## src/logic/adcc_defs.svh

```systemverilog
// Purpose: offsets, field positions, reset values of the async context control bank
// Assumes: 12-bit byte address inside the controller window
// Notes:   definitions only
`ifndef ADCC_DEFS_SVH
`define ADCC_DEFS_SVH

`define ADCC_AW            12
`define ADCC_TXRQ_SET      12'h180
`define ADCC_TXRQ_CLR      12'h184
`define ADCC_TXRS_SET      12'h1A0
`define ADCC_TXRS_CLR      12'h1A4
`define ADCC_RXRQ_SET      12'h1C0
`define ADCC_RXRQ_CLR      12'h1C4
`define ADCC_RXRS_SET      12'h1E4
`define ADCC_RXRS_CLR      12'h1E4
`define ADCC_INT_STATUS    12'h1F0
`define ADCC_INT_MASK      12'h1F4

`define ADCC_RUN_BIT       15
`define ADCC_WAKE_BIT      12
`define ADCC_DEAD_BIT      11
`define ADCC_ACTIVE_BIT    10
`define ADCC_SPD_LSB       5
`define ADCC_EVT_LSB       0
`define ADCC_INT_DONE_LSB  4

`define ADCC_CTL_RESET     16'h0000
`define ADCC_INT_RESET     8'h00
`define ADCC_RESP_OKAY     2'h0
`define ADCC_RESP_SLVERR   2'h2

`endif

```

## src/logic/adcc_pkg.sv

```systemverilog
// Purpose: types shared by the async context control bank
// Assumes: adcc_defs.svh holds the numbers
// Notes:   word packing lives here so bank and context agree
`include "adcc_defs.svh"

package adcc_pkg;

    typedef struct packed {
        logic       run;
        logic       wake;
        logic       dead;
        logic       active;
        logic [2:0] spd;
        logic [4:0] evt;
    } adcc_ctl_t;

    typedef struct packed {
        logic       ctx_hit;
        logic [1:0] idx;
        logic       is_set;
        logic       is_clr;
        logic       sts_hit;
        logic       msk_hit;
    } adcc_dec_t;

    function automatic logic [31:0] adcc_ctl_word(adcc_ctl_t c);
        logic [31:0] w;
        w = 32'h0000_0000;
        w[`ADCC_RUN_BIT]                   = c.run;
        w[`ADCC_WAKE_BIT]                  = c.wake;
        w[`ADCC_DEAD_BIT]                  = c.dead;
        w[`ADCC_ACTIVE_BIT]                = c.active;
        w[`ADCC_SPD_LSB +: 3]              = c.spd;
        w[`ADCC_EVT_LSB +: 5]              = c.evt;
        return w;
    endfunction : adcc_ctl_word

endpackage : adcc_pkg

```

## src/logic/adcc_ctx_if.sv

```systemverilog
// Purpose: register access path from the bank to one context
// Assumes: one clock, write strobes are single-cycle pulses
// Notes:   wmask marks bits whose byte lane was enabled
`timescale 1ns/100ps
`default_nettype none

interface adcc_ctx_if;
    import adcc_pkg::*;
    logic              set_we;
    logic              clr_we;
    logic              ld_we;
    logic [15:0]       wbits;
    logic [15:0]       wmask;
    adcc_pkg::adcc_ctl_t ctl;
    logic              fatal_evt;
    logic              done_evt;

    modport bank (output set_we, clr_we, ld_we, wbits, wmask,
                  input  ctl, fatal_evt, done_evt);
    modport ctx  (input  set_we, clr_we, ld_we, wbits, wmask,
                  output ctl, fatal_evt, done_evt);
endinterface : adcc_ctx_if

`default_nettype wire

```

## src/logic/adcc_ctx.sv

```systemverilog
// Purpose: control and status state of one asynchronous context
// Assumes: engine strobes are one-cycle pulses, busy is a level
// Notes:   software set beats a same-cycle hardware clear
`timescale 1ns/100ps
`default_nettype none
`include "adcc_defs.svh"

module adcc_ctx #(
    parameter bit IS_RX = 1'b0
) (
    input  wire logic       aclk,
    input  wire logic       aresetn,
    input  wire logic       soft_reset,
    adcc_ctx_if.ctx         regs,
    input  wire logic       desc_fetch,
    input  wire logic       fatal_err,
    input  wire logic       busy,
    input  wire logic       evt_valid,
    input  wire logic [4:0] evt_code,
    input  wire logic [2:0] evt_spd
);
    import adcc_pkg::*;

    typedef struct packed {
        adcc_ctl_t ctl;
    } adcc_ctx_state_t;

    adcc_ctx_state_t st_reg;
    adcc_ctx_state_t st_next;

    always_comb begin
        logic [15:0] s;
        logic [15:0] c;
        s = regs.wbits & regs.wmask;
        c = ~regs.wbits & regs.wmask;
        st_next = st_reg;
        if (desc_fetch) begin
            st_next.ctl.wake = 1'b0;
        end
        if (regs.set_we || regs.ld_we) begin
            if (s[`ADCC_RUN_BIT]) st_next.ctl.run = 1'b1;
            if (s[`ADCC_WAKE_BIT]) st_next.ctl.wake = 1'b1;
        end
        if (regs.clr_we && s[`ADCC_RUN_BIT]) st_next.ctl.run = 1'b0;
        if (regs.clr_we && s[`ADCC_WAKE_BIT]) st_next.ctl.wake = 1'b0;
        // shared set/clear address: zeros written in enabled lanes clear
        if (regs.ld_we && c[`ADCC_RUN_BIT]) st_next.ctl.run = 1'b0;
        if (regs.ld_we && c[`ADCC_WAKE_BIT] && !desc_fetch) st_next.ctl.wake = 1'b0;
        if (st_reg.ctl.run && !st_next.ctl.run) begin
            st_next.ctl.dead = 1'b0;
        end
        if (fatal_err) begin
            st_next.ctl.dead = 1'b1;
        end
        st_next.ctl.active = busy && st_next.ctl.run;
        if (evt_valid) begin
            st_next.ctl.evt = evt_code;
            st_next.ctl.spd = IS_RX ? evt_spd : 3'h0;
        end
        if (soft_reset) begin
            st_next = '0;
        end
    end

    // run changes only through software writes or soft_reset above, or reset here
    always_ff @(posedge aclk) begin
        if (!aresetn) begin
            st_reg <= '0;
        end else begin
            st_reg <= st_next;
        end
    end

    assign regs.ctl       = st_reg.ctl;
    assign regs.fatal_evt = fatal_err;
    assign regs.done_evt  = evt_valid;

endmodule : adcc_ctx

`default_nettype wire

```

## src/logic/adcc_top.sv

```systemverilog
// Purpose: AXI4-Lite register bank for the four async DMA contexts
// Assumes: 12-bit byte addresses, one outstanding read and write
// Notes:   interrupt status is write-one-to-clear, hardware set wins
//
// Our own choice: register access over AXI4-Lite.
`timescale 1ns/100ps
`default_nettype none
`include "adcc_defs.svh"

module adcc_top (
    input  wire logic                  aclk,
    input  wire logic                  aresetn,
    input  wire logic                  soft_reset,
    input  wire logic [`ADCC_AW-1:0]   s_axi_awaddr,
    input  wire logic                  s_axi_awvalid,
    output logic                       s_axi_awready,
    input  wire logic [31:0]           s_axi_wdata,
    input  wire logic [3:0]            s_axi_wstrb,
    input  wire logic                  s_axi_wvalid,
    output logic                       s_axi_wready,
    output logic [1:0]                 s_axi_bresp,
    output logic                       s_axi_bvalid,
    input  wire logic                  s_axi_bready,
    input  wire logic [`ADCC_AW-1:0]   s_axi_araddr,
    input  wire logic                  s_axi_arvalid,
    output logic                       s_axi_arready,
    output logic [31:0]                s_axi_rdata,
    output logic [1:0]                 s_axi_rresp,
    output logic                       s_axi_rvalid,
    input  wire logic                  s_axi_rready,
    output logic [3:0]                 ctx_run,
    output logic [3:0]                 ctx_wake,
    input  wire logic [3:0]            desc_fetch,
    input  wire logic [3:0]            fatal_err,
    input  wire logic [3:0]            ctx_busy,
    input  wire logic [3:0]            evt_valid,
    input  wire logic [3:0][4:0]       evt_code,
    input  wire logic [3:0][2:0]       evt_spd,
    output logic                       irq
);
    import adcc_pkg::*;

    ////////////////////////////////////////////////////////////////////////////
    localparam logic [`ADCC_AW-1:0] SET_OFF [4] = '{`ADCC_TXRQ_SET, `ADCC_TXRS_SET,
                                                   `ADCC_RXRQ_SET, `ADCC_RXRS_SET};
    localparam logic [`ADCC_AW-1:0] CLR_OFF [4] = '{`ADCC_TXRQ_CLR, `ADCC_TXRS_CLR,
                                                   `ADCC_RXRQ_CLR, `ADCC_RXRS_CLR};

    typedef struct packed {
        logic                aw_full;
        logic [`ADCC_AW-1:0] aw_addr;
        logic                w_full;
        logic [31:0]         w_data;
        logic [3:0]          w_strb;
        logic                bvalid;
        logic [1:0]          bresp;
        logic                rvalid;
        logic [31:0]         rdata;
        logic [1:0]          rresp;
        logic [7:0]          int_status;
        logic [7:0]          int_mask;
        logic                irq;
    } adcc_top_state_t;

    adcc_top_state_t st_reg;
    adcc_top_state_t st_next;

    // one decoder for both channels keeps read and write maps identical
    function automatic adcc_dec_t adcc_decode(logic [`ADCC_AW-1:0] a);
        adcc_dec_t d;
        d = '0;
        for (int i = 0; i < 4; i++) begin
            if (a == SET_OFF[i]) begin
                d.ctx_hit = 1'b1;
                d.idx     = 2'(i);
                d.is_set  = 1'b1;
            end
            if (a == CLR_OFF[i]) begin
                d.ctx_hit = 1'b1;
                d.idx     = 2'(i);
                d.is_clr  = 1'b1;
            end
        end
        d.sts_hit = (a == `ADCC_INT_STATUS);
        d.msk_hit = (a == `ADCC_INT_MASK);
        return d;
    endfunction : adcc_decode

    ////////////////////////////////////////////////////////////////////////////
    adcc_ctx_if cif[4] ();
    adcc_ctl_t  ctl_v [4];
    logic [3:0] fatal_v;
    logic [3:0] done_v;
    adcc_dec_t  wdec;
    adcc_dec_t  rdec;
    logic       wr_go;
    logic [31:0] wmask32;

    assign wdec  = adcc_decode(st_reg.aw_addr);
    assign rdec  = adcc_decode(s_axi_araddr);
    assign wr_go = st_reg.aw_full && st_reg.w_full && !st_reg.bvalid;
    assign wmask32 = {{8{st_reg.w_strb[3]}}, {8{st_reg.w_strb[2]}},
                      {8{st_reg.w_strb[1]}}, {8{st_reg.w_strb[0]}}};

    for (genvar g = 0; g < 4; g++) begin : g_ctx
        logic hit;
        assign hit              = wr_go && wdec.ctx_hit && (wdec.idx == 2'(g));
        assign cif[g].set_we    = hit && wdec.is_set && !wdec.is_clr;
        assign cif[g].clr_we    = hit && wdec.is_clr && !wdec.is_set;
        assign cif[g].ld_we     = hit && wdec.is_set && wdec.is_clr;
        assign cif[g].wbits     = st_reg.w_data[15:0];
        assign cif[g].wmask     = wmask32[15:0];
        assign ctl_v[g]         = cif[g].ctl;
        assign fatal_v[g]       = cif[g].fatal_evt;
        assign done_v[g]        = cif[g].done_evt;
        assign ctx_run[g]       = cif[g].ctl.run;
        assign ctx_wake[g]      = cif[g].ctl.wake;

        adcc_ctx #(
            .IS_RX (g >= 2)
        ) u_ctx (
            .aclk       (aclk),
            .aresetn    (aresetn),
            .soft_reset (soft_reset),
            .regs       (cif[g]),
            .desc_fetch (desc_fetch[g]),
            .fatal_err  (fatal_err[g]),
            .busy       (ctx_busy[g]),
            .evt_valid  (evt_valid[g]),
            .evt_code   (evt_code[g]),
            .evt_spd    (evt_spd[g])
        );
    end

    ////////////////////////////////////////////////////////////////////////////
    assign s_axi_awready = !st_reg.aw_full;
    assign s_axi_wready  = !st_reg.w_full;
    assign s_axi_arready = !st_reg.rvalid;
    assign s_axi_bvalid  = st_reg.bvalid;
    assign s_axi_bresp   = st_reg.bresp;
    assign s_axi_rvalid  = st_reg.rvalid;
    assign s_axi_rdata   = st_reg.rdata;
    assign s_axi_rresp   = st_reg.rresp;
    assign irq           = st_reg.irq;

    always_comb begin
        logic [7:0] w1c;
        w1c = 8'h00;
        st_next = st_reg;

        if (s_axi_awvalid && s_axi_awready) begin
            st_next.aw_full = 1'b1;
            st_next.aw_addr = s_axi_awaddr;
        end
        if (s_axi_wvalid && s_axi_wready) begin
            st_next.w_full = 1'b1;
            st_next.w_data = s_axi_wdata;
            st_next.w_strb = s_axi_wstrb;
        end
        if (st_reg.bvalid && s_axi_bready) begin
            st_next.bvalid = 1'b0;
        end
        if (wr_go) begin
            st_next.aw_full = 1'b0;
            st_next.w_full  = 1'b0;
            st_next.bvalid  = 1'b1;
            st_next.bresp   = (wdec.ctx_hit || wdec.sts_hit || wdec.msk_hit)
                              ? `ADCC_RESP_OKAY : `ADCC_RESP_SLVERR;
            if (wdec.msk_hit && st_reg.w_strb[0]) begin
                st_next.int_mask = st_reg.w_data[7:0];
            end
            if (wdec.sts_hit && st_reg.w_strb[0]) begin
                w1c = st_reg.w_data[7:0];
            end
        end

        // a hardware event in the clearing cycle survives the clear
        st_next.int_status = (st_reg.int_status & ~w1c) | {done_v, fatal_v};
        if (soft_reset) begin
            st_next.int_status = `ADCC_INT_RESET;
            st_next.int_mask   = `ADCC_INT_RESET;
        end
        st_next.irq = |(st_next.int_status & st_next.int_mask);

        if (st_reg.rvalid && s_axi_rready) begin
            st_next.rvalid = 1'b0;
        end
        if (s_axi_arvalid && s_axi_arready) begin
            st_next.rvalid = 1'b1;
            st_next.rresp  = `ADCC_RESP_OKAY;
            st_next.rdata  = 32'h0000_0000;
            if (rdec.ctx_hit) begin
                // packing leaves 31:16, 14:13 and 9:8 at zero
                st_next.rdata = adcc_ctl_word(ctl_v[rdec.idx]);
            end else if (rdec.sts_hit) begin
                st_next.rdata[7:0] = st_reg.int_status;
            end else if (rdec.msk_hit) begin
                st_next.rdata[7:0] = st_reg.int_mask;
            end else begin
                st_next.rresp = `ADCC_RESP_SLVERR;
            end
        end
    end

    always_ff @(posedge aclk) begin
        if (!aresetn) begin
            st_reg <= '0;
        end else begin
            st_reg <= st_next;
        end
    end

endmodule : adcc_top

`default_nettype wire
```

## config.mk

```make
export PLATFORM = sky130hd
export DESIGN_NAME = adcc_top
export DESIGN_NICKNAME = d
export VERILOG_FILES = /design/src/logic/adcc_pkg.sv /design/src/logic/adcc_ctx_if.sv /design/src/logic/adcc_ctx.sv /design/src/logic/adcc_top.sv
export VERILOG_INCLUDE_DIRS = /design/src /design/src/logic
export SDC_FILE = /design/constraint.sdc
export NUM_CORES = 1
export LEC_CHECK = 0
export BUFFER_PORTS_ARGS = -buffer_cell sky130_fd_sc_hd__buf_2
export CAP_MARGIN = 25
export CORE_MARGIN = 5
export CORE_UTILIZATION = 41
export DETAILED_ROUTE_END_ITERATION = 7
export PLACE_DENSITY = 0.68
export SYNTH_ARGS = -nofsm -noshare
export SYNTH_HDL_FRONTEND = slang
export SYNTH_SLANG_ARGS = --single-unit
```

## constraint.sdc

```tcl
create_clock -name aclk -period 2.45 [get_ports aclk]
set_input_delay 0.1225 -clock aclk [delete_from_list [all_inputs] [get_ports aclk]]
set_output_delay 0.1225 -clock aclk [all_outputs]
set_load 0.01 [all_outputs]
```

== After elaboration in Yosys (flattened, before gate mapping) ==
Index checks and enable logic that the tools add are counted.
Word-level totals
  input port bits: 116
  output and inout port bits: 50
  word-level logic and storage cells: 233
  register bits after elaboration: 129
Operators by class
  order comparisons: 1
  reductions and logical operators: 96
  multiplexer cells: 71
  bitwise gates (word level): 9
  equal/unequal tests: 21
Operator list (count)
  12-bit by 9-bit == test with 1-bit output (second input constant): 18
  8-bit two-way mux: 8
  1-bit logical AND: 62
  35-bit two-way mux: 1
  1-bit two-way mux: 34
  16-bit bitwise AND: 2
  4-bit two-way mux: 7
  3-bit two-way mux: 9
  12-bit binary-select mux with 2-bit select: 1
  12-bit two-way mux: 2
  8-bit bitwise AND: 2
  16-bit two-way mux: 1
  2-bit two-way mux: 8
  16-bit inverter: 1
  4-bit OR reduction: 4
  1-bit zero test: 14
  2-bit nonzero test: 6
  8-bit inverter: 1
  8-bit bitwise OR: 1
  8-bit OR reduction: 1
  1-bit logical OR: 6
  2-bit == test (second input constant): 2
  2-bit OR reduction: 2
  3-bit >= comparator (second input constant): 1
  other kinds (4): 4

== Depth between registers and ports, before layout ==
Gate-level depths: netlist (run 1).
  depth in word-level cells: 21
  gate-level depth with buffers: 7
  mapped depth without buffers: 6

== Cells and area by module ==
A second synthesis (run 1) with hierarchy kept.
Unflattened totals
  cells, all modules: 665
  area total of the unflattened synthesis: 5606.6 sq um
Modules (own cells, without submodules)
  adcc_top: seq. area each 1301.2 sq um, area an instance 3797.4 sq um, cells each 487, times used 1
  adcc_ctx (g_ctx[2].u_ctx ...): seq. area each 240.2 sq um, area an instance 478.0 sq um, cells each 47, times used 2
  adcc_ctx (g_ctx[0].u_ctx ...): seq. area each 180.2 sq um, area an instance 426.7 sq um, cells each 42, times used 2

== Worst setup path after synthesis (run 1) ==
Ideal clock, no wire load.
  path kind: reg2reg
  from: reg st_reg[92] (netlist name)
  to: reg g_ctx[3].u_ctx.st_reg (netlist bit g_ctx[3].u_ctx.regs.ctl[9])
  arrival: 1.939 ns
  path buffers: 0
  cell stages (with the launch flop): 7
  clock period less this slack: 2.053 ns
  required time: 2.336 ns
  setup slack: 0.397 ns
  setup time: 0.114 ns
  cells stage by stage: dfxtp_1 or4_4 nor4_4 nand4_2 or3b_1 a21oi_1 nor2_1
On the way
  longest elaborated chain between the ends: 20
  elaborated cells on any way between the ends: 38
  classes of those cells: 8 x eq/ne; 15 x mux; 15 x reduce/logical
RTL lines
  start: declaration: line adcc_top.sv:65  | adcc_top_state_t st_reg;
  start signal: assignment: line adcc_top.sv:209  | st_reg <= st_next;
  12-bit by 9-bit == test with 1-bit output: line adcc_top.sv:73  | if (a == SET_OFF[i]) begin
  4-bit two-way mux: line adcc_top.sv:73
  3-bit two-way mux: line adcc_top.sv:78  | if (a == CLR_OFF[i]) begin
  4-bit two-way mux: line adcc_top.sv:73
  3-bit two-way mux: line adcc_top.sv:78
  4-bit two-way mux: line adcc_top.sv:73
  3-bit two-way mux: line adcc_top.sv:78
  4-bit two-way mux: line adcc_top.sv:73
  (+4 left out)
  1-bit logical AND (on tied branches): line adcc_top.sv:108, adcc_top.sv:110
  1-bit logical OR: line adcc_ctx.sv:40  | if (regs.set_we || regs.ld_we) begin
  2-bit two-way mux: line adcc_ctx.sv:40
  1-bit two-way mux: line adcc_ctx.sv:44  | if (regs.clr_we && s[`ADCC_RUN_BIT]) st_next.ctl.run = 1'b0;
  1-bit two-way mux *: line adcc_ctx.sv:47  | if (regs.ld_we && c[`ADCC_RUN_BIT]) st_next.ctl.run = 1'b0;
  1-bit zero test *: line adcc_ctx.sv:49  | if (st_reg.ctl.run && !st_next.ctl.run) begin
  1-bit logical AND *: line adcc_ctx.sv:49
  2-bit nonzero test (no source line) *
  end signal: assignment: line adcc_ctx.sv:70  | st_reg <= st_next;
  end: declaration: line adcc_ctx.sv:28  | adcc_ctx_state_t st_reg;
Every way passes the cells marked *; elsewhere a longest branch is shown, timed or not.
A chain may end at the register's enable or synchronous reset.

== Final worst setup path (run 1) ==
  from: reg st_reg[101] (netlist name)
  to: reg g_ctx[3].u_ctx.st_reg (netlist bit g_ctx[3].u_ctx.regs.ctl[9])
The elaborated chain is that of the path after synthesis.

==> flow_metrics.tcl, run 1 <==
set metrics [dict create \
    outcome "finished clean" \
    start_util 0.417 \
    fin_skew_ns 0.0101 \
    fin_cells 748 \
    cts_buffers 9 \
    synth_area_leaders "dfxtp_1 (43%), mux2i_1 (9.3%), buf_4 (7.0%), nand2_1 (4.9%), nor2_1 (4.4%)" \
    drt-wirelength-per-cell_um 15.0 \
    final_cell_mix "buf_2 (113), dfxtp_1 (101), nand2_1 (62)" \
    p_leak_nw 2.50 \
    grt_pass1_wl_mm 18.5 \
    synth_warnings 0 \
    netlist_area_mm2 0.00474 \
    cts_setup_buffers 0 \
    dpl_cell_area_mm2 0.00516 \
    dp_slack_ns 0.238 \
    postSynthAreaPerCell_um2 9.22 \
    grt_overflow_total 0 \
    die_height_um 117 \
    die_x_um 117 \
    r2r-start "st_reg[101]" \
    n_fill_cell 1111 \
    report.final.slew_viol_count 0 \
    fin_ws_ns 0.223 \
    cts_sinks 101 \
    hold_class "in -> reg" \
    core_area_mm2 0.0114 \
    grt_pass1_vias 3816 \
    fin_crit_sh 0.909 \
    async_flop_share 0 \
    ant_nets 0 \
    clkSlewWorstSetupHoldPaths_ns 0.08 \
    cts_tree "done" \
    cts_buffer_depth 2 \
    utilization 0.482 \
    dp_cells 729 \
    finalCriticalPeriod_ns 2.23 \
    fp-row-count 39 \
    power_density_mw_per_mm2 632 \
    drtIter0Drc 209 \
    diodes 0 \
    fin_nets 716 \
    vias 3783 \
    synth_cell_types 51 \
    cap_violations 0 \
    drive_gt1_frac 0.266 \
    largest_register_ffs 42 \
    crit_type "reg -> reg" \
    syn_inst 514 \
    critPathMaxFanout 5 \
    setup_viol 0 \
    crit_required_ns 2.68 \
    rsz0062_at_grt "no" \
    drc 0 \
    ys_seq_elements 101 \
    final_common_cell "buf_2" \
    start_kind "register" \
    grt_max_degree 43 \
    ys.flop_type "dfxtp_1" \
    htree_levels 3 \
    holdWs_ns 0.00435 \
    yosysSeqAreaShare 0.427 \
    synth_edf_count 0 \
    cp.arrival_ns 2.45 \
    min-delay-start "ctx_busy[2]" \
    fin_area_mm2 0.00548 \
    clockRootBuffer "clkbuf_16" \
    worst_setup_path_end_kind "register" \
    grt_usage 0.160 \
    setup_tns_ns 0 \
    synth_top_cell_area_share 0.427 \
    clkLatencyLatePin_ns 0.34 \
    hpwl_mm 8.58 \
    antenna_found_initial 1 \
    synth_top_area_cell "dfxtp_1" \
    die_area_mm2 0.0138 \
    area_growth_syn_to_layout_pct 15.7 \
    power.total_mw 3.47 \
    tightest_slew_ns 0.794 \
    max_freq_mhz 449 \
    final_hold_viol_count 0 \
    gp_congestion 0.828 \
    io_pins 166 \
    vias_per_cell 5.06 \
    io_buffers 113 \
    cp-startpoint "st_reg[101]" \
    peakVddDrop_v 0.000295 \
    routed_wl_mm 11.3 \
    first_pass_iters 4 \
    slew_headroom 0.470 \
]
what timing repair did:
item                      in CTS  in global routing
resized for setup              0                  0
hold endpoints to repair       3                  0
hold buffers                   3                  0
synthesized netlist by cell type (5+ instances only):
library cell,number
a21boi_0,24
a21oi_1,13
a2bb2oi_1,5
and2_1,5
buf_4,44
clkbuf_1,17
dfxtp_1,101
inv_1,11
mux2_2,11
mux2i_1,44
nand2_1,62
nand2b_1,8
nand3_1,8
nor2_1,56
nor2b_1,6
nor3_1,5
o211a_1,5
o21ai_0,11
o22ai_1,13
kinds of logic (layout without fill, tap and decap cells):
logic type      Yosys count  in the layout  synth area share
buf+inv                  81            151             0.106
xor+xnor                  1              1           0.00185
mux                      61             61             0.143
simple gates            177            177             0.185
flops                   101            101             0.427
compound gates           92             92             0.136
other cells               1             22          0.000792
worst paths after layout:
kind | to | slack, ns | depth (start not counted)
max reg2reg | g_ctx[3].u_ctx.regs.ctl[9] | 0.22 | 6
min | g_ctx[2].u_ctx.regs.ctl[8] | 0.004 | 2
max | g_ctx[3].u_ctx.regs.ctl[9] | 0.22 | 6
min reg2reg | cif[0].wmask[8] | 0.47 | 2
worst max-delay path: stages (launching register included):
cell     delay (ns)
dfxtp_1        0.33
or4bb_1        0.60
nor4_4         0.37
nand4_2        0.21
or3b_1         0.41
a21oi_1        0.15
nor2_1         0.05
final cells by class:
class                      count  area, um2  area share
clock inverter                 6       53.8     0.00981
timing repair buffer         124        656       0.120
multi-input combinational    353       2290       0.418
clock buffer                  10        239      0.0436
inverter                      11       41.3     0.00753
sequential                   101       2020       0.369
tap                          143        179      0.0326
metal layers:
metal  up-vias  GRT usage  part of all wire
li1       1898          -                 -
met1      1751      0.210              0.45
met2       118      0.259              0.47
met3        14     0.0413             0.059
met4         2     0.0502             0.014
met5         -          0            0.0012
where the power goes:
part	internal [mW]	leakage [nW]	switching, mW
Clock	0.735	0.142	0.653
Sequential	1.70	0.824	0.0471
Combinational	0.148	1.53	0.183
Total	2.58	2.50	0.883
Power figures use the tool's default switching activity.
==> run 2, diff against run 1 <==
--- a/config.mk
+++ b/config.mk
@@ -6,7 +6,7 @@
 export SDC_FILE = /design/constraint.sdc
 export NUM_CORES = 1
 export LEC_CHECK = 0
-export BUFFER_PORTS_ARGS = -buffer_cell sky130_fd_sc_hd__buf_2
+export BUFFER_PORTS_ARGS = -buffer_cell sky130_fd_sc_hd__clkbuf_2
 export CAP_MARGIN = 25
 export CORE_MARGIN = 5
 export CORE_UTILIZATION = 41
==> run 2 against run 1 <==
Effect of this change:
- flip-flop and latch count unchanged
- cell area up 1.6%
- cell count rose by 0.94%
- fmax shrank 0.81%
- clock-buffer cell count fell by 1
- sequential share of layout area down 0.59 points
- setup slack got worse by 0.018 ns
- global-route usage up 0.15 points
- critical path type unchanged
- largest power group unchanged
- highest routed layer is now met4
==> flow_metrics.tcl, run 2 (synthesis results as in run 1) <==
set metrics [dict create \
    fin_crit_sh 0.916 \
    drt-wirelength-per-cell_um 14.9 \
    vias_per_cell 5.06 \
    report.final.slew_viol_count 0 \
    p_int_mw 2.67 \
    switching_share 0.250 \
    diodes 0 \
    switchingPower_mw 0.891 \
    largest_register_ffs 42 \
    crit_path_max_incr_delay_ns 0.57 \
    clkSlewWorstSetupHoldPaths_ns 0.08 \
    grt_usage 0.162 \
    cts_setup_buffers 0 \
    dp_slack_ns 0.219 \
    antenna_found_initial 0 \
    max_freq_mhz 445 \
    hold_class "in -> reg" \
    r2r-start "st_reg[92]" \
    grt_max_degree 49 \
    share_seq_of_total_power 0.489 \
    cp-startpoint "st_reg[92]" \
    crit_slowest_cell "or4_4" \
    vias 3823 \
    final_cell_mix "clkbuf_2 (113), dfxtp_1 (101), nand2_1 (62)" \
    start_kind "register" \
    dp_cells 730 \
    peakVddDrop_v 0.000309 \
    fp-row-count 39 \
    setup_viol 0 \
    multi_input_area_mm2 0.00229 \
    gp_congestion 0.835 \
    min-delay-start "s_axi_awaddr[10]" \
    crit_required_ns 2.66 \
    cap_violations 0 \
    power_density_mw_per_mm2 640 \
    grt_overflow_total 0 \
    fin_cells 755 \
    cts_buffer_depth 2 \
    outcome "finished clean" \
    start_util 0.417 \
    n_fill_cell 1070 \
    die_height_um 117 \
    cts_tree "done" \
    crit_type "reg -> reg" \
    combPwrFrac 0.096 \
    utilization 0.490 \
    area_growth_syn_to_layout_pct 17.6 \
    die_area_mm2 0.0138 \
    tightest_slew_ns 0.759 \
    r2r_slack_ns 0.20 \
    clkLatencyLatePin_ns 0.35 \
    finalCriticalPeriod_ns 2.25 \
    p_leak_nw 2.54 \
    cts_sinks 101 \
    worst_setup_path_end_kind "register" \
    critPathMaxFanout 5 \
    fin_area_mm2 0.00557 \
    holdWs_ns 0.00514 \
    first_pass_iters 5 \
    power.total_mw 3.57 \
    cts_buffers 9 \
    grt_pass1_vias 3799 \
    die_x_um 117 \
    path_cells "or4_4 -> nor4_4 -> nand4_2 -> or3b_1 -> a21oi_1 -> nor2_1" \
    htree_levels 3 \
    p_clk_frac 0.415 \
    io_buffers 113 \
    rsz0062_at_grt "no" \
    fin_ws_ns 0.205 \
    slew_headroom 0.493 \
    fin_skew_ns 0.0105 \
    hpwl_mm 8.63 \
    register_area_mm2 0.00202 \
    core_area_mm2 0.0114 \
    routed_wl_mm 11.2 \
    drc 0 \
    drive_gt1_frac 0.265 \
    dpl_cell_area_mm2 0.00517 \
    clockRootBuffer "clkbuf_16" \
    cp.arrival_ns 2.46 \
    setup_tns_ns 0 \
    final_common_cell "clkbuf_2" \
    grt_pass1_wl_mm 18.6 \
    fin_nets 723 \
    drtIter0Drc 204 \
    ant_nets 0 \
    final_hold_viol_count 0 \
    io_pins 166 \
]
## run 2: changes by cell type in the layout (fill, tap and decap cells not counted), moves of 2 or more
cell	delta
buf_2	-113
inv_8	+2
clkbuf_2	+113
dlygate4sd3_1	+6
## run 2: final timing paths
check	depth (start not counted)	end
setup reg to reg	6	g_ctx[3].u_ctx.regs.ctl[9]
hold / removal	3	st_reg[102]
hold reg to reg	2	cif[0].wmask[0]
setup / recovery	6	g_ctx[3].u_ctx.regs.ctl[9]
## run 2: layer usage
layer	routed length [um]	track usage
met4	194	0.0573
met1	5030	0.209
met2	5230	0.261
met5	0	0
met3	776	0.0418
## run 2: cell type report
cell class / instances / share of cell area
Clock buffer: 9 / 0.0404
Clock inverter: 7 / 0.0159
Inverter: 11 / 0.00741
Multi-Input combinational cell: 353 / 0.411
Sequential cell: 101 / 0.363
Tap cell: 143 / 0.0321
Timing Repair Buffer: 131 / 0.130
## run 2: power groups by stage
| stage | registers [mW] | logic (mW) | clock network [mW] |
|---|---|---|---|
| final | 1.75 | 0.342 | 1.48 |
| after global routing | 1.75 | 0.381 | 1.59 |
| after CTS | 1.75 | 0.342 | 1.51 |
| after detailed placement | 1.78 | 0.330 | 0 |
| after global placement | 1.78 | 0.323 | 0 |
| after floorplan | 1.77 | 0.250 | 0 |
## run 2: timing repair
action                                  4_1_cts  5_1_grt
resized for setup                             0        0
hold buffers                                  8        1
endpoints found under the setup margin        0        0
endpoints found under the hold margin         8        1
## run 2: critical path, delay by kind of cell (launching register included)
kind,cells,cell delay [ns]
simple gates,5,1.63
flops,1,0.33
compound gates,1,0.14
==> run 3, diff against run 2 <==
--- a/config.mk
+++ b/config.mk
@@ -12,6 +12,7 @@
 export CORE_UTILIZATION = 41
 export DETAILED_ROUTE_END_ITERATION = 7
 export PLACE_DENSITY = 0.68
+export SETUP_SLACK_MARGIN = 0.5
 export SYNTH_ARGS = -nofsm -noshare
 export SYNTH_HDL_FRONTEND = slang
 export SYNTH_SLANG_ARGS = --single-unit
==> run 3 against run 2 <==
Effect of this change:
- sequential power about the same
- sequential share of layout area down 0.087 points
- global-route usage about the same
- clock power down 10%
- power down 4.2%
- cell count up 0.66%
- clock-buffer cell count up 4
- first-iteration DRC count down 9.3%
- register-to-register slack better by 0.09 ns
- non-clock buffer count up 5
- die area unchanged
- via count up 0.84%
==> flow_metrics.tcl, run 3 (synthesis results as in run 1) <==
set metrics [dict create \
    outcome "finished clean" \
    fin_crit_sh 0.878 \
    p_clk_frac 0.389 \
    multi_input_area_mm2 0.00232 \
    hold_class "in -> reg" \
    cap_violations 0 \
    fin_skew_ns 0.00629 \
    grt_usage 0.162 \
    r2r-end "g_ctx[3].u_ctx.regs.ctl[9]" \
    path_cells "or4bb_4 -> nor4_4 -> nand4_2 -> or3b_1 -> a21oi_2 -> nor2_1" \
    n_fill_cell 1108 \
    cp-startpoint "st_reg[102]" \
    switchingPower_mw 0.816 \
    critPathMaxFanout 4 \
    crit_path_max_incr_delay_ns 0.57 \
    largest_register_ffs 42 \
    io_buffers 113 \
    tightest_slew_ns 0.721 \
    final_common_cell "clkbuf_2" \
    drtIter0Drc 185 \
    combPwrFrac 0.098 \
    drt-wirelength-per-cell_um 15.1 \
    cts_sinks 101 \
    register_area_mm2 0.00203 \
    vias 3855 \
    crit_required_ns 2.67 \
    power_density_mw_per_mm2 611 \
    p_leak_nw 2.56 \
    rsz0062_at_grt "yes" \
    drive_gt1_frac 0.292 \
    htree_levels 3 \
    fin_nets 728 \
    final_cell_mix "clkbuf_2 (113), dfxtp_1 (98), nand2_1 (62)" \
    grt_pass1_wl_mm 18.5 \
    io_pins 166 \
    ant_nets 0 \
    vias_per_cell 5.07 \
    start_kind "register" \
    worst_setup_path_end_kind "register" \
    grt_overflow_total 0 \
    cts_buffers 9 \
    routed_wl_mm 11.5 \
    grt_pass1_vias 3854 \
    r2r-start "st_reg[102]" \
    switching_share 0.239 \
    max_freq_mhz 465 \
    slew_headroom 0.518 \
    fp-row-count 39 \
    final_hold_viol_count 0 \
    gp_congestion 0.852 \
    worst-r2r-cell-count 6 \
    antenna_found_initial 0 \
    setup_tns_ns 0 \
    start_util 0.417 \
    fin_cells 760 \
    peakVddDrop_v 0.000341 \
    dp_cells 730 \
    share_seq_of_total_power 0.513 \
    core_area_mm2 0.0114 \
    die_x_um 117 \
    cts_tree "done" \
    dpl_cell_area_mm2 0.00517 \
    r2r_slack_ns 0.30 \
    clkSlewWorstSetupHoldPaths_ns 0.07 \
    diodes 0 \
    drc 0 \
    grt_max_degree 31 \
    report.final.slew_viol_count 0 \
    crit_slowest_cell "or4bb_4" \
    endpoint "g_ctx[3].u_ctx.regs.ctl[9]" \
    cts_buffer_depth 2 \
    cp.arrival_ns 2.37 \
    die_area_mm2 0.0138 \
    hpwl_mm 8.79 \
    first_pass_iters 4 \
    fin_area_mm2 0.00560 \
    clockRootBuffer "clkbuf_16" \
    area_growth_syn_to_layout_pct 18.1 \
    p_int_mw 2.60 \
    clkLatencyLatePin_ns 0.33 \
    finalCriticalPeriod_ns 2.15 \
    setup_viol 0 \
    die_height_um 117 \
    crit_type "reg -> reg" \
]
==> run 3: layer usage <==
metal	vias up	wire length [um]	track usage
met4	0	276	0.0452
met1	1793	5180	0.199
li1	1927	-	-
met3	21	703	0.0591
met5	-	0	0
met2	114	5310	0.267
==> run 3: worst min-delay path by stage <==
stage                       start                          to  slack [ns]  depth (start not counted)
detailed placement    ctx_busy[3]  g_ctx[3].u_ctx.regs.ctl[8]        0.33                          2
finish                ctx_busy[2]  g_ctx[2].u_ctx.regs.ctl[8]       0.004                          2
global route          ctx_busy[2]  g_ctx[2].u_ctx.regs.ctl[8]       0.007                          2
floorplan           s_axi_awvalid                 st_reg[104]        0.24                          2
CTS                   ctx_busy[2]  g_ctx[2].u_ctx.regs.ctl[8]      0.0005                          2
global placement      ctx_busy[2]  g_ctx[2].u_ctx.regs.ctl[8]        0.34                          2
==> run 3: worst max-delay path: cells and delay by family (launching register included) <==
family           cells  cell delay, ns
AND/OR/NAND/NOR      5            1.59
flip-flops           1            0.32
AO/OA/AOI/OAI        1            0.12
==> run 3: power groups by stage <==
stage	registers [mW]	logic, mW	clock network [mW]
global route	1.76	0.377	1.43
detailed placement	1.79	0.327	0
CTS	1.75	0.336	1.36
floorplan	1.77	0.250	0
global placement	1.78	0.319	0
finish	1.75	0.336	1.33
==> run 3: final cells by class <==
class | instances | area share
repair buffers | 136 | 0.134
multi-input cells | 353 | 0.414
clock buffers | 13 | 0.0465
well taps | 143 | 0.0320
flip-flops and latches | 101 | 0.362
clock inverters | 3 | 0.00335
inverters | 11 | 0.00738
==> run 3: through the flow <==
step	hold slack, ns	worst slack [ns]	utilization	total power, mW
2_1_floorplan	0.238	0.480	-	2.02
5_1_grt	0.00707	0.204	0.492	3.57
3_5_place_dp	0.334	0.234	0.455	2.11
6_report	0.00401	0.298	0.492	3.42
3_3_place_gp	0.340	0.230	0.455	2.10
4_1_cts	0.000541	0.353	0.488	3.44
==> run 3: timing repair <==
action	4_1_cts	5_1_grt
gates cloned	0	0
pin swaps	10	12
endpoints found under the setup margin	8	21
endpoints found under the hold margin	4	0
resized for setup	5	4
hold buffers	4	0
setup buffers	6	4
